[config.mk]
export PLATFORM = sky130hd
export DESIGN_NAME = uoe_event_flags
export DESIGN_NICKNAME = d
export VERILOG_FILES = /design/src/hw/uoe_pkg.sv /design/src/hw/uoe_event_flags.sv /design/src/hw/uoe_ms_timer.sv /design/src/hw/uoe_sync.sv
export VERILOG_INCLUDE_DIRS = /design/src /design/src/hw
export SDC_FILE = /design/constraint.sdc
export NUM_CORES = 1
export LEC_CHECK = 0
export BUFFER_PORTS_ARGS = -buffer_cell sky130_fd_sc_hd__buf_4
export CAP_MARGIN = 10
export CORE_AREA = 2 2 92 85
export DETAILED_ROUTE_END_ITERATION = 6
export DIE_AREA = 0 0 94 87
export PLACE_DENSITY = 0.72
export SYNTH_ARGS = -nofsm -noshare
export SYNTH_HDL_FRONTEND = slang
export SYNTH_SLANG_ARGS = --single-unit
[constraint.sdc]
create_clock -name clock_i -period 3.4 [get_ports clock_i]
set_clock_uncertainty 0.15 [all_clocks]
set_input_delay 0.17 -clock clock_i [delete_from_list [all_inputs] [get_ports clock_i]]
set_output_delay 0.17 -clock clock_i [all_outputs]
set_load 0.02 [all_outputs]
[src/hw/uoe_params.svh]
`ifndef UOE_PARAMS_SVH
`define UOE_PARAMS_SVH

// Register byte offsets
`define UOE_STATUS_OFS 4'h0
`define UOE_MASK_OFS 4'h4
// Event bit positions
`define UOE_BIT_ID 7
`define UOE_BIT_TMR 6
`define UOE_BIT_LINE 5
`define UOE_BIT_ACT 4
`define UOE_BIT_SESV 3
`define UOE_BIT_BVBUS 2
`define UOE_BIT_AVBUS 0
// Implemented flag bits
`define UOE_FLAG_MASK 8'hFD
`define UOE_STATUS_RST 8'h00
`define UOE_MASK_RST 8'h00
// Timing
`define UOE_CLK_HZ 20000000
`define UOE_MS_US 1000
`define UOE_MS_CYC ((`UOE_CLK_HZ / 1000000) * `UOE_MS_US)

`endif

[src/hw/uoe_pkg.sv]
package uoe_pkg;
  // Bus cycle state
  typedef enum logic [0:0] {
    UOE_IDLE = 1'b0,
    UOE_ACK = 1'b1
  } uoe_bus_t;
endpackage : uoe_pkg

[src/hw/uoe_event_flags.sv]
// Design decisions made here: the Wishbone register port and the address map.
`timescale 1ns/100ps
`include "uoe_params.svh"
module uoe_event_flags #(
  parameter int unsigned MS_CYCLES = `UOE_MS_CYC
) (
  input wire logic clock_i,
  input wire logic rstn_i,
  // Wishbone slave
  input wire logic wb_cyc_i,
  input wire logic wb_stb_i,
  input wire logic wb_we_i,
  input wire logic [3:0] wb_adr_i,
  input wire logic [3:0] wb_sel_i,
  input wire logic [31:0] wb_dat_i,
  output logic [31:0] wb_dat_o,
  output logic wb_ack_o,
  output logic wb_err_o,
  // USB side pins
  input wire logic dp_i,
  input wire logic dm_i,
  input wire logic id_i,
  input wire logic vbus_i,
  input wire logic sess_end_i,
  input wire logic sess_valid_i,
  input wire logic suspend_i,
  // Interrupt and status
  output logic irq_o,
  output logic [1:0] line_state_o
);

  // ----------------------------------------
  // Input synchronisers
  // ----------------------------------------
  localparam int NIN = 6;
  logic [NIN-1:0] raw_in;
  logic [NIN-1:0] syn;
  assign raw_in = {sess_valid_i, sess_end_i, vbus_i, id_i, dm_i, dp_i};

  genvar gi;
  generate
    for (gi = 0; gi < NIN; gi++) begin : g_sync
      uoe_sync u_sync (
        .clock_i(clock_i),
        .rstn_i(rstn_i),
        .d_i(raw_in[gi]),
        .q_o(syn[gi])
      );
    end
  endgenerate

  logic s_dp, s_dm, s_id, s_vbus, s_send, s_sval;
  assign {s_sval, s_send, s_vbus, s_id, s_dm, s_dp} = syn;

  // ----------------------------------------
  // Previous-value capture for edge detection
  // ----------------------------------------
  logic [NIN-1:0] prev_ff;
  logic [1:0] prime_ff;

  // Capture levels; hold off edges until the synchronisers have filled
  always_ff @(posedge clock_i or negedge rstn_i) begin
    if (!rstn_i) begin
      prev_ff <= '0;
      prime_ff <= 2'h0;
    end else begin
      prev_ff <= syn;
      if (prime_ff != 2'h3) begin
        prime_ff <= prime_ff + 2'h1;
      end
    end
  end

  // A pin already high at reset gives no false change
  logic [NIN-1:0] chg;
  assign chg = (prime_ff == 2'h3) ? (syn ^ prev_ff) : '0;

  // ----------------------------------------
  // 1 ms timer
  // ----------------------------------------
  logic ms_tick;
  uoe_ms_timer #(
    .PERIOD(MS_CYCLES)
  ) u_timer (
    .clock_i(clock_i),
    .rstn_i(rstn_i),
    .tick_o(ms_tick)
  );

  // ----------------------------------------
  // Line state stability monitor
  // ----------------------------------------
  localparam int unsigned LW = $clog2(MS_CYCLES + 1);
  localparam logic [LW-1:0] L_LAST = LW'(MS_CYCLES - 1);
  logic [LW-1:0] stab_cnt_ff;
  logic [1:0] settled_ff;
  logic stab_done_ff;
  logic line_evt;
  logic [1:0] cur_line;
  assign cur_line = {s_dm, s_dp};
  assign line_evt = (stab_cnt_ff == L_LAST) && !stab_done_ff
                    && (cur_line != settled_ff);

  // Count cycles of unchanged line state
  always_ff @(posedge clock_i or negedge rstn_i) begin
    if (!rstn_i) begin
      stab_cnt_ff <= '0;
    end else if (chg[1] || chg[0]) begin
      stab_cnt_ff <= '0;
    end else if (stab_cnt_ff != L_LAST) begin
      stab_cnt_ff <= stab_cnt_ff + LW'(1);
    end
  end

  // Settle point used once until the next line change
  always_ff @(posedge clock_i or negedge rstn_i) begin
    if (!rstn_i) begin
      stab_done_ff <= 1'b0;
    end else if (chg[1] || chg[0]) begin
      stab_done_ff <= 1'b0;
    end else if (stab_cnt_ff == L_LAST) begin
      stab_done_ff <= 1'b1;
    end
  end

  // Remember last settled state
  always_ff @(posedge clock_i or negedge rstn_i) begin
    if (!rstn_i) begin
      settled_ff <= 2'h0;
    end else if (line_evt) begin
      settled_ff <= cur_line;
    end
  end

  // ----------------------------------------
  // Event vector
  // ----------------------------------------
  logic wake_evt;
  logic sesv_evt;
  logic [7:0] evt;
  // Wake: DP, DM, ID or VBUS pin activity while suspended
  assign wake_evt = suspend_i && (|chg[3:0]);
  // VBUS indication falling below session end
  assign sesv_evt = chg[4] && s_send;

  always_comb begin
    evt = 8'h00;
    evt[`UOE_BIT_ID] = chg[2];
    evt[`UOE_BIT_TMR] = ms_tick;
    evt[`UOE_BIT_LINE] = line_evt;
    evt[`UOE_BIT_ACT] = wake_evt;
    evt[`UOE_BIT_SESV] = sesv_evt;
    evt[`UOE_BIT_BVBUS] = chg[4];
    evt[`UOE_BIT_AVBUS] = chg[5];
  end

  // ----------------------------------------
  // Bus cycle tracking
  // ----------------------------------------
  uoe_pkg::uoe_bus_t bus_st_ff;
  uoe_pkg::uoe_bus_t nxt_bus_st;

  // One answer per request, then back to idle
  always_comb begin
    nxt_bus_st = bus_st_ff;
    unique case (bus_st_ff)
      uoe_pkg::UOE_IDLE: begin
        if (wb_cyc_i && wb_stb_i) begin
          nxt_bus_st = uoe_pkg::UOE_ACK;
        end
      end
      uoe_pkg::UOE_ACK: begin
        nxt_bus_st = uoe_pkg::UOE_IDLE;
      end
    endcase
  end

  // Bus state register
  always_ff @(posedge clock_i or negedge rstn_i) begin
    if (!rstn_i) begin
      bus_st_ff <= uoe_pkg::UOE_IDLE;
    end else begin
      bus_st_ff <= nxt_bus_st;
    end
  end

  // ----------------------------------------
  // Wishbone decode
  // ----------------------------------------
  logic req;
  logic hit_stat;
  logic hit_mask;
  logic wr_stat;
  logic wr_mask;
  logic rd_stat;
  logic rd_mask;
  // Take a request only while no answer is pending
  assign req = wb_cyc_i && wb_stb_i && (bus_st_ff == uoe_pkg::UOE_IDLE);
  assign hit_stat = (wb_adr_i == `UOE_STATUS_OFS);
  assign hit_mask = (wb_adr_i == `UOE_MASK_OFS);
  assign wr_stat = req && wb_we_i && hit_stat && wb_sel_i[0];
  assign wr_mask = req && wb_we_i && hit_mask && wb_sel_i[0];
  assign rd_stat = req && !wb_we_i && hit_stat;
  assign rd_mask = req && !wb_we_i && hit_mask;

  // ----------------------------------------
  // Status flags
  // ----------------------------------------
  logic [7:0] status_ff;
  logic [7:0] nxt_status;
  logic [7:0] clr;
  assign clr = wr_stat ? wb_dat_i[7:0] : 8'h00;

  // Set wins over clear; only hardware sets
  always_comb begin
    nxt_status = (status_ff & ~clr) | evt;
    nxt_status = nxt_status & `UOE_FLAG_MASK;
  end

  always_ff @(posedge clock_i or negedge rstn_i) begin
    if (!rstn_i) begin
      status_ff <= `UOE_STATUS_RST;
    end else begin
      status_ff <= nxt_status;
    end
  end

  // ----------------------------------------
  // Interrupt mask
  // ----------------------------------------
  logic [7:0] mask_ff;

  always_ff @(posedge clock_i or negedge rstn_i) begin
    if (!rstn_i) begin
      mask_ff <= `UOE_MASK_RST;
    end else if (wr_mask) begin
      mask_ff <= wb_dat_i[7:0] & `UOE_FLAG_MASK;
    end
  end

  // Registered level interrupt from the next status value
  always_ff @(posedge clock_i or negedge rstn_i) begin
    if (!rstn_i) begin
      irq_o <= 1'b0;
    end else begin
      irq_o <= |(nxt_status & mask_ff);
    end
  end

  // ----------------------------------------
  // Bus answer
  // ----------------------------------------
  // Acknowledge for mapped registers
  always_ff @(posedge clock_i or negedge rstn_i) begin
    if (!rstn_i) begin
      wb_ack_o <= 1'b0;
    end else begin
      wb_ack_o <= req && (hit_stat || hit_mask);
    end
  end

  // Error for unmapped addresses
  always_ff @(posedge clock_i or negedge rstn_i) begin
    if (!rstn_i) begin
      wb_err_o <= 1'b0;
    end else begin
      wb_err_o <= req && !(hit_stat || hit_mask);
    end
  end

  // Read data, zero outside an answered read
  always_ff @(posedge clock_i or negedge rstn_i) begin
    if (!rstn_i) begin
      wb_dat_o <= 32'h0000_0000;
    end else if (rd_stat) begin
      wb_dat_o <= {24'h00_0000, status_ff};
    end else if (rd_mask) begin
      wb_dat_o <= {24'h00_0000, mask_ff};
    end else begin
      wb_dat_o <= 32'h0000_0000;
    end
  end

  // Settled line state view
  always_ff @(posedge clock_i or negedge rstn_i) begin
    if (!rstn_i) begin
      line_state_o <= 2'h0;
    end else begin
      line_state_o <= settled_ff;
    end
  end

endmodule : uoe_event_flags

[src/hw/uoe_ms_timer.sv]
`timescale 1ns/100ps
// Free-running period timer, one-cycle tick at expiry
module uoe_ms_timer #(
  parameter int unsigned PERIOD = 20000
) (
  input wire logic clock_i,
  input wire logic rstn_i,
  output logic tick_o
);
  localparam int unsigned W = $clog2(PERIOD + 1);
  localparam logic [W-1:0] LAST = W'(PERIOD - 1);
  logic [W-1:0] cnt_ff;

  // Count and wrap
  always_ff @(posedge clock_i or negedge rstn_i) begin
    if (!rstn_i) begin
      cnt_ff <= '0;
      tick_o <= 1'b0;
    end else begin
      tick_o <= (cnt_ff == LAST);
      cnt_ff <= (cnt_ff == LAST) ? '0 : cnt_ff + W'(1);
    end
  end
endmodule : uoe_ms_timer

[src/hw/uoe_sync.sv]
`timescale 1ns/100ps
// Two-flop synchroniser for one level
module uoe_sync (
  input wire logic clock_i,
  input wire logic rstn_i,
  input wire logic d_i,
  output logic q_o
);
  logic meta_ff;

  // Double register
  always_ff @(posedge clock_i or negedge rstn_i) begin
    if (!rstn_i) begin
      meta_ff <= 1'b0;
      q_o <= 1'b0;
    end else begin
      meta_ff <= d_i;
      q_o <= meta_ff;
    end
  end
endmodule : uoe_sync

# Yosys cells after proc, flatten, opt, wreduce, memory -nomap -nowiden
# Index checks and enable logic that the tools add are counted.
[classes]
n_mux = 11
n_bitwise = 6
n_reduce_logical = 26
n_eq_ne = 7
add_sub_neg = 3
[op_table]
columns = ["operator", "count"]
rows = [
  ["$mux W15", 3],
  ["$add A15 B1 Y15 const B", 2],
  ["$eq A15 B15 Y1 const B", 2],
  ["$mux W8", 3],
  ["$and A8 B8 Y8", 2],
  ["$logic_and A1 B1 Y1", 16],
  ["$ne A15 B15 Y1 const B", 1],
  ["$not A8 Y8", 1],
  ["$or A8 B8 Y8", 1],
  ["$reduce_or A8 Y1", 1],
  ["$mux W6", 1],
  ["$xor A6 B6 Y6", 1],
  ["$eq A4 B3 Y1 const B", 1],
  ["$logic_not A4 Y1", 1],
  ["$reduce_bool A2 Y1", 2],
  ["$reduce_or A4 Y1", 1],
  ["$logic_not A1 Y1", 3],
  ["$mux W1", 3],
  ["$add A2 B1 Y2 const B", 1],
  ["$eq A2 B2 Y1 const B", 1],
  ["$logic_or A1 B1 Y1", 2],
  ["$ne A2 B2 Y1", 1],
  ["$ne A2 B2 Y1 const B", 1],
  ["$pmux W1 S2", 1],
  ["$not A1 Y1", 1],
]
[word_totals]
word_cells = 80
reg_bits = 106
out_inout_bits = 37

# Depth between registers and ports, before layout
# Gate-level depths: netlist (run 1).
[logic_depth]
ltp_word = 11
depth_mapped = 7
mapped_depth_nobuf = 6

# Cells and area by module
# A second synthesis (run 1) with hierarchy kept.
[hier_totals]
hier_cells = 306
hier_area_um2 = 3519.6
[by_module_without_submodules]
columns = ["module", "n_inst", "seq_area_each_um2", "cells_each", "area_per_inst_um2"]
rows = [
  ["uoe_event_flags", 1, 1326.3, 230, 2498.6],
  ["uoe_ms_timer", 1, 400.4, 64, 720.7],
  ["uoe_sync", 6, 50.0, 2, 50.0],
]

# Worst setup path after synthesis (run 1)
# Ideal clock, no wire load.
[synth_timing]
path_kind = "reg2reg"
start = "reg u_timer.cnt_ff[5]"
end = "reg u_timer.cnt_ff[11]"
path_stages_with_launch = 6
period_less_slack_ps = 1860
setup_time_ps = 123
required_time_ps = 3127
path_slack_ps = 1540
arrival_ps = 1587
n_path_buf = 0
path_cell_list = "dfrtp_1 -> or4b_1 -> nor4_4 -> o21ai_0 -> nand2_1 -> o21ai_1"
[synth_between]
elab_chain_cells = 2
[synth_lines]
columns = ["item", "line_no", "source"]
rows = [
  ["from (decl)", "uoe_ms_timer.sv:12", "logic [W-1:0] cnt_ff;"],
  ["from (signal assigned)", "uoe_ms_timer.sv:21", "cnt_ff <= (cnt_ff == LAST) ? '0 : cnt_ff + W'(1);"],
  ["$add A15 B1 Y15 / $eq A15 B15 Y1 (equally long branches)", "uoe_ms_timer.sv:21", ""],
  ["$mux W15 *", "uoe_ms_timer.sv:21", ""],
]
# Every way passes the cells marked *; elsewhere a longest branch is shown, timed or not.
# A chain may end at the register's enable or synchronous reset.

# Worst setup path in the final report (run 1)
[layout_timing]
start = "in wb_adr_i[3]"
end = "reg mask_ff[0]"
[layout_between]
elab_chain_cells = 3
[layout_lines]
columns = ["item", "line_no", "source"]
rows = [
  ["from (decl)", "uoe_event_flags.sv:13", "input wire logic [3:0] wb_adr_i,"],
  ["$eq A4 B3 Y1 (no line)", "-", ""],
  ["$logic_and A1 B1 Y1 (2 in series)", "uoe_event_flags.sv:202", "assign wr_mask = req && wb_we_i && hit_mask && wb_sel_i[0];"],
  ["to (signal assigned)", "uoe_event_flags.sv:235", "mask_ff <= `UOE_MASK_RST;"],
  ["to (signal assigned)", "uoe_event_flags.sv:237", "mask_ff <= wb_dat_i[7:0] & `UOE_FLAG_MASK;"],
  ["to (decl)", "uoe_event_flags.sv:231", "logic [7:0] mask_ff;"],
]
# Every way passes these cells.

==> summary.md, run 1 <==
| Metric | Value |
|---|---|
| Status | `finished, final reports clean` |
| Reg-to-Reg End | `irq_o$_DFF_PN0_` |
| Synth warn | `0` |
| Initial DRC Count | `114` |
| RSZ-0062 raised after global routing | `false` |
| DIE AREA | `0.00818 sq mm` |
| Register area share after synthesis | `57.5%` |
| R2R cell count | `6` |
| Pre-antenna DRT Iters | `4` |
| Synth area leaders | `dfrtp_1 58%, buf_4 5.3%, xnor2_1 4.7%` |
| H-tree Lvls | `3` |
| Hold path startpoint | `wb_sel_i[0]` |
| Hold path depth | `4` |
| Startpoint Class | `input pin` |
| CTS tree | `yes` |
| Vias per cell | `4.84` |
| R2r setup slk | `1280 ps` |
| CP arrival | `2700 ps` |
| Post-synth top area share | `57.5%` |
| Area delta synth->final | `17.5%` |
| CP required | `3480 ps` |
| Synth Instances | `308` |
| PostCTS Resize Cnt | `0` |
| CP max stage delay | `590 ps` |
| Worst path bufs/invs | `3` |
| Slew Viols, Final | `0` |
| Share of cells above drive strength 1 | `17.4%` |
| ANT cells | `0` |
| Worst-Skew Late Latency | `350 ps` |
| HP Class | `input pin to flop` |
| Power Dens Cells | `445 mW/mm^2` |
| Critical Path Most Common Cell | `dlygate4sd3_1` |
| Placed cell areas | `0.00377 sq mm` |
| Global-route wire length before repair | `9920 um` |
| Post-synth ARST share | `100%` |
| Fin crit period | `2620 ps` |
| Max-cap violation count | `0` |
| Hold Path End | `status_ff[7]$_DFF_PN0_` |
| Tcrit/Tclk final | `77.1%` |
| Leakage Power | `1.95 nW` |
| Routed via count | `2239` |
| Starting Density | `48.1%` |
| Post-synth cell types | `43` |
| Sink Count | `81` |
| Most instantiated cells after synthesis | `81 x dfrtp_1, 34 x nor2_1, 29 x nand2_1` |
| Routability-driven placement congestion ratio | `0.753` |
| Reg clk slew, reported paths | `70 ps` |
| Most frequent cell after synthesis | `dfrtp_1` |
| # IOs | `89` |
| Cell Rows | `30` |
| Top FF cell, synth | `dfrtp_1` |
| Post-CTS Hold Buffers | `17` |
| Kind of critical path | `input pin to flop` |
| Area of the multi-input gates | `0.00133 sq mm` |
| Yosys reg bits | `81` |
| ANT nets after route | `0` |
| Fill cells | `620` |
| Post CTS Setup Buffer Count | `0` |
| Pin count of the biggest net entering global routing | `82` |
| Worst-Margin Slew | `982 ps` |
| Clk buf depth | `2` |
| Post-synth EDFFs | `0` |
| Global route overflow | `0` |
| IR drop worst, VDD | `0.000231 V` |
| CP Capture Type | `flop` |
| Clock root buffer | `clkbuf_8` |
| Total power | `1.84 mW` |
| Cell Area, Synth | `0.00352 sq mm` |
| Final wirelength | `5860 um` |
| # setup viols final | `0` |
| Nets | `418` |
| Slowest CP cell | `dlygate4sd3_1` |
| Die Ht | `87 um` |
| Fmax | `382 MHz` |
| Vias in the first global route | `2189` |
| Register Area | `0.00203 sq mm` |
| Chip width | `94 um` |
| CORE AREA | `0.00732 sq mm` |
| Initial antenna violation count | `0` |
| # DRC | `0` |
| Total CTS buffers | `9` |
| Fin util | `56.5%` |
| Yosys top cell by area | `dfrtp_1` |
| Post-route cell area | `0.00414 sq mm` |
| Setup TNS | `0 ps` |
| Crit path cell chain | `dlygate4sd3_1 > buf_4 > or3_4 > dlygate4sd3_1 > nor2_1 > nand4_1 > mux2_2` |
| DP HPWL | `3890 um` |
| GRT Overall Usage | `15.8%` |
| I/O Buffers | `35` |
| Worst-path fanout max | `7` |
| DR WL/cell | `12.7 um` |
| Worst hold slack | `37.4 ps` |
| Avg Cell Area, Syn | `11.4 sq um` |
| Cell family with most CP delay | `buffers and inverters` |
| Relative slew slack | `34.6%` |
| Worst reg2reg startpoint | `stab_cnt_ff[0]$_DFFE_PN0P_` |
| Endpoints failing hold | `0` |
-- worst register-to-register path, cell delays in order (launching register included) --
cell and delay [ps]:
dfrtp_1 380, ha_1 200, and4_1 350, nand4_2 290
a2111oi_0 480, nor3_1 110, nand4_1 100
-- stage by stage --
stage | std cells | setup slack [ps]
detailed placement | 431 | 1290
CTS | 463 | 827
global placement | 431 | 1320
finish | 463 | 780
global route | 463 | 712
floorplan | 332 | 1540
-- layout make-up --
cell class              instances  share of cell area [%]
clock buffers                  12                    3.75
clock inverters                 3                   0.967
inverters                       9                   0.816
multi-input cells             210                    32.1
flip-flops and latches         81                    49.0
well taps                      96                    2.90
repair buffers                 52                    10.5
-- cells by family after synthesis --
group,share of synthesized area [%]
AOI/OAI and AO/OA,4.26
xor gates and xnor gates,8.20
adders and majority gates,1.07
buffers and inverters,7.28
DFF,57.5
muxes,5.47
other,0.106
and+or+nand+nor,16.1
-- worst max path at each step --
stage / to / cells after the start / from / slack, ps
finish: mask_ff[0]$_DFFE_PN0P_ / 7 / wb_adr_i[3] / 780
global route: mask_ff[6]$_DFFE_PN0P_ / 7 / wb_adr_i[3] / 710
CTS: mask_ff[0]$_DFFE_PN0P_ / 7 / wb_adr_i[3] / 830
detailed placement: irq_o$_DFF_PN0_ / 6 / stab_cnt_ff[0]$_DFFE_PN0P_ / 1290
global placement: irq_o$_DFF_PN0_ / 5 / bus_st_ff$_DFF_PN0_ / 1320
floorplan: u_timer.cnt_ff[11]$_DFF_PN0_ / 5 / u_timer.cnt_ff[5]$_DFF_PN0_ / 1540
-- power by group --
group          leakage [nW]  internal, mW  switching (mW)  total, mW
combinational         0.815        0.0600          0.0885      0.148
clock                 0.102         0.373           0.317      0.691
sequential             1.03         0.987          0.0147       1.00
-- registers in the layout, indices dropped and copies added, names as in the netlist, 2 cells and up --
name / flops
mask_ff: 7
wb_dat_o: 7
u_timer.cnt_ff: 15
settled_ff: 2
prime_ff: 2
prev_ff: 6
line_state_o: 2
status_ff: 7
g_sync.u_sync.q_o: 6
stab_cnt_ff: 15
g_sync.u_sync.meta_ff: 6
-- per-layer routing --
metal	track usage, %	vias to the layer above	share of wire (%)	routed length [um]
met2	24.6	53	46	2710
li1	-	1101	-	-
met3	5.19	12	5.4	315
met4	7.25	0	1.5	85
met1	20.1	1073	47	2750
met5	0	-	0	0
-- placed cells by master (no fill, tap or decap), types with 3 or more instances in the layout --
cell type	instances
dfrtp_1	81
buf_4	35
nor2_1	34
nand2_1	29
conb_1	25
xnor2_1	19
dlygate4sd3_1	17
xor2_1	14
clkbuf_8	11
nand4_1	10
mux2_2	10
inv_1	9
nand3_1	8
mux2i_1	8
nor3_1	6
a21oi_1	5
nor2b_1	3
a31oi_1	3
ha_1	3
(Power assumes the default switching activity.)
==> run 2: changes to the inputs <==
--- a/config.mk
+++ b/config.mk
@@ -8,9 +8,9 @@
 export LEC_CHECK = 0
 export BUFFER_PORTS_ARGS = -buffer_cell sky130_fd_sc_hd__buf_4
 export CAP_MARGIN = 10
-export CORE_AREA = 2 2 92 85
+export CORE_AREA = 2 2 94 87
 export DETAILED_ROUTE_END_ITERATION = 6
-export DIE_AREA = 0 0 94 87
+export DIE_AREA = 0 0 96 89
 export PLACE_DENSITY = 0.72
 export SYNTH_ARGS = -nofsm -noshare
 export SYNTH_HDL_FRONTEND = slang
==> constraint.sdc (replaced) <==
create_clock -name clock_i -period 2.18 [get_ports clock_i]
set_clock_uncertainty 0.15 [all_clocks]
set_input_delay 0.109 -clock clock_i [delete_from_list [all_inputs] [get_ports clock_i]]
set_output_delay 0.109 -clock clock_i [all_outputs]
set_load 0.02 [all_outputs]
==> run 2 against run 1 <==
Effect of this change: critical path depth stayed put; clock power is 49% higher; global-route usage is 0.33 points lower; sequential share of layout area is 1.0 points lower; combinational power is 65% higher; sequential cell count stayed put; sequential power is 56% higher; first-iteration DRC count is 9.6% lower; register-to-register slack worse by 1100 ps; worst hold slack better by 7.5 ps; power is 54% higher; cell count is 1.7% higher.
==> summary.md, run 2 (synthesis results as in run 1) <==
| Metric | Value |
|---|---|
| Post CTS Setup Buffer Count | `0` |
| CTS tree | `yes` |
| Worst-path fanout max | `7` |
| Chip width | `96 um` |
| Area delta synth->final | `19.9%` |
| Max-cap violation count | `0` |
| Endpoints failing hold | `0` |
| Tcrit/Tclk final | `95.9%` |
| Pin count of the biggest net entering global routing | `45` |
| Status | `finished, final reports clean` |
| Vias per cell | `4.94` |
| HP Class | `input pin to flop` |
| Clk buf depth | `2` |
| CP required | `2230 ps` |
| Fill cells | `641` |
| # DRC | `0` |
| Slew Viols, Final | `0` |
| RSZ-0062 raised after global routing | `false` |
| Cell Rows | `30` |
| Fmax | `478 MHz` |
| Final WS setup | `89.4 ps` |
| Initial DRC Count | `103` |
| Initial antenna violation count | `0` |
| Kind of critical path | `input pin to flop` |
| Reg clk slew, reported paths | `70 ps` |
| Global-route wire length before repair | `10100 um` |
| Leakage Power | `1.99 nW` |
| DR WL/cell | `12.5 um` |
| Worst-Margin Slew | `585 ps` |
| Placement Setup Slack | `128 ps` |
| DP HPWL | `4140 um` |
| Leading cell type in the layout, fill and taps excluded | `dfrtp_1` |
| I/O Buffers | `35` |
| IR drop worst, VDD | `0.000489 V` |
| Power Dens Cells | `671 mW/mm^2` |
| Total CTS buffers | `9` |
| ANT cells | `0` |
| Clock root buffer | `clkbuf_8` |
| GRT Overall Usage | `15.5%` |
| Relative slew slack | `61.0%` |
| Setup TNS | `0 ps` |
| DIE AREA | `0.00854 sq mm` |
| Routed via count | `2326` |
| Vias in the first global route | `2267` |
| Nets | `427` |
| CP arrival | `2140 ps` |
| Startpoint Class | `input pin` |
| CORE AREA | `0.00747 sq mm` |
| Die Ht | `89 um` |
| CP Capture Type | `flop` |
| Global route overflow | `0` |
| Sink Count | `81` |
| # IOs | `89` |
| Pre-antenna DRT Iters | `5` |
| Worst-Skew Late Latency | `340 ps` |
| Final wirelength | `5880 um` |
| Regs by FF count | `stab_cnt_ff x15, u_timer.cnt_ff x15` |
| ANT nets after route | `0` |
| # setup viols final | `0` |
| H-tree Lvls | `3` |
| Starting Density | `47.2%` |
| Routability-driven placement congestion ratio | `0.827` |
| Share of cells above drive strength 1 | `18.4%` |
| Most frequent cells in the layout | `81 x dfrtp_1, 38 x buf_4, 34 x nor2_1` |
| Fin crit period | `2090 ps` |
run 2: where the power goes:
group          internal (mW)  switching, mW
Clock                  0.542          0.488
Combinational          0.102          0.141
Sequential              1.54         0.0228
run 2: routing by layer:
| layer | global-route usage, % | part of all wire, % |
|---|---|---|
| met5 | 0 | 0 |
| met4 | 5.58 | 1.4 |
| met3 | 5.23 | 5.1 |
| met2 | 25.4 | 49 |
| met1 | 19.1 | 44 |
run 2: timing repair:
item,in CTS,in global routing
resized for setup,0,2
hold endpoints to repair,69,0
setup endpoints to repair,0,1
hold buffers,22,0
run 2: worst paths after layout:
kind	slack, ps	startpoint	cells past startpoint	to
setup / recovery	90	wb_adr_i[0]	7	irq_o$_DFF_PN0_
hold / removal	40	wb_adr_i[1]	4	status_ff[0]$_DFF_PN0_
setup reg to reg	160	bus_st_ff$_DFF_PN0_	5	irq_o$_DFF_PN0_
hold reg to reg	200	g_sync[2].u_sync.meta_ff$_DFF_PN0_	0	g_sync[2].u_sync.q_o$_DFF_PN0_
max in group asynchronous	1150	rstn_i	3	u_timer.tick_o$_DFF_PN0_
min in group asynchronous	140	rstn_i	2	stab_cnt_ff[13]$_DFFE_PN0P_
run 2: worst max-delay path, stage by stage:
cell and delay (ps):
dlygate4sd3_1 530, buf_4 130, or3_4 400, o41ai_2 310, nand2_1 110, a222oi_1 380, nand4_1 160
run 2: final cells by class:
| type | count | area [sq um] | area share [%] |
|---|---|---|---|
| Clock buffer | 10 | 138 | 3.26 |
| Clock inverter | 4 | 45.0 | 1.07 |
| Inverter | 9 | 33.8 | 0.800 |
| Multi-Input combinational cell | 210 | 1340 | 31.6 |
| Sequential cell | 81 | 2030 | 48.0 |
| Tap cell | 96 | 120 | 2.84 |
| Timing Repair Buffer | 61 | 526 | 12.4 |
run 2: metrics by stage:
stage | cells | hold slack (ps) | power, mW | area [sq um] | utilization (%)
after floorplan | 332 | -337 | 1.74 | 3610 | -
after global placement | 435 | -16.6 | 1.80 | 3820 | 51.1
after detailed placement | 435 | -1.62 | 1.81 | 3820 | 51.1
after CTS | 471 | 25.5 | 2.87 | 4220 | 56.5
after global routing | 471 | 40.5 | 2.96 | 4230 | 56.6
final | 471 | 44.9 | 2.84 | 4230 | 56.6
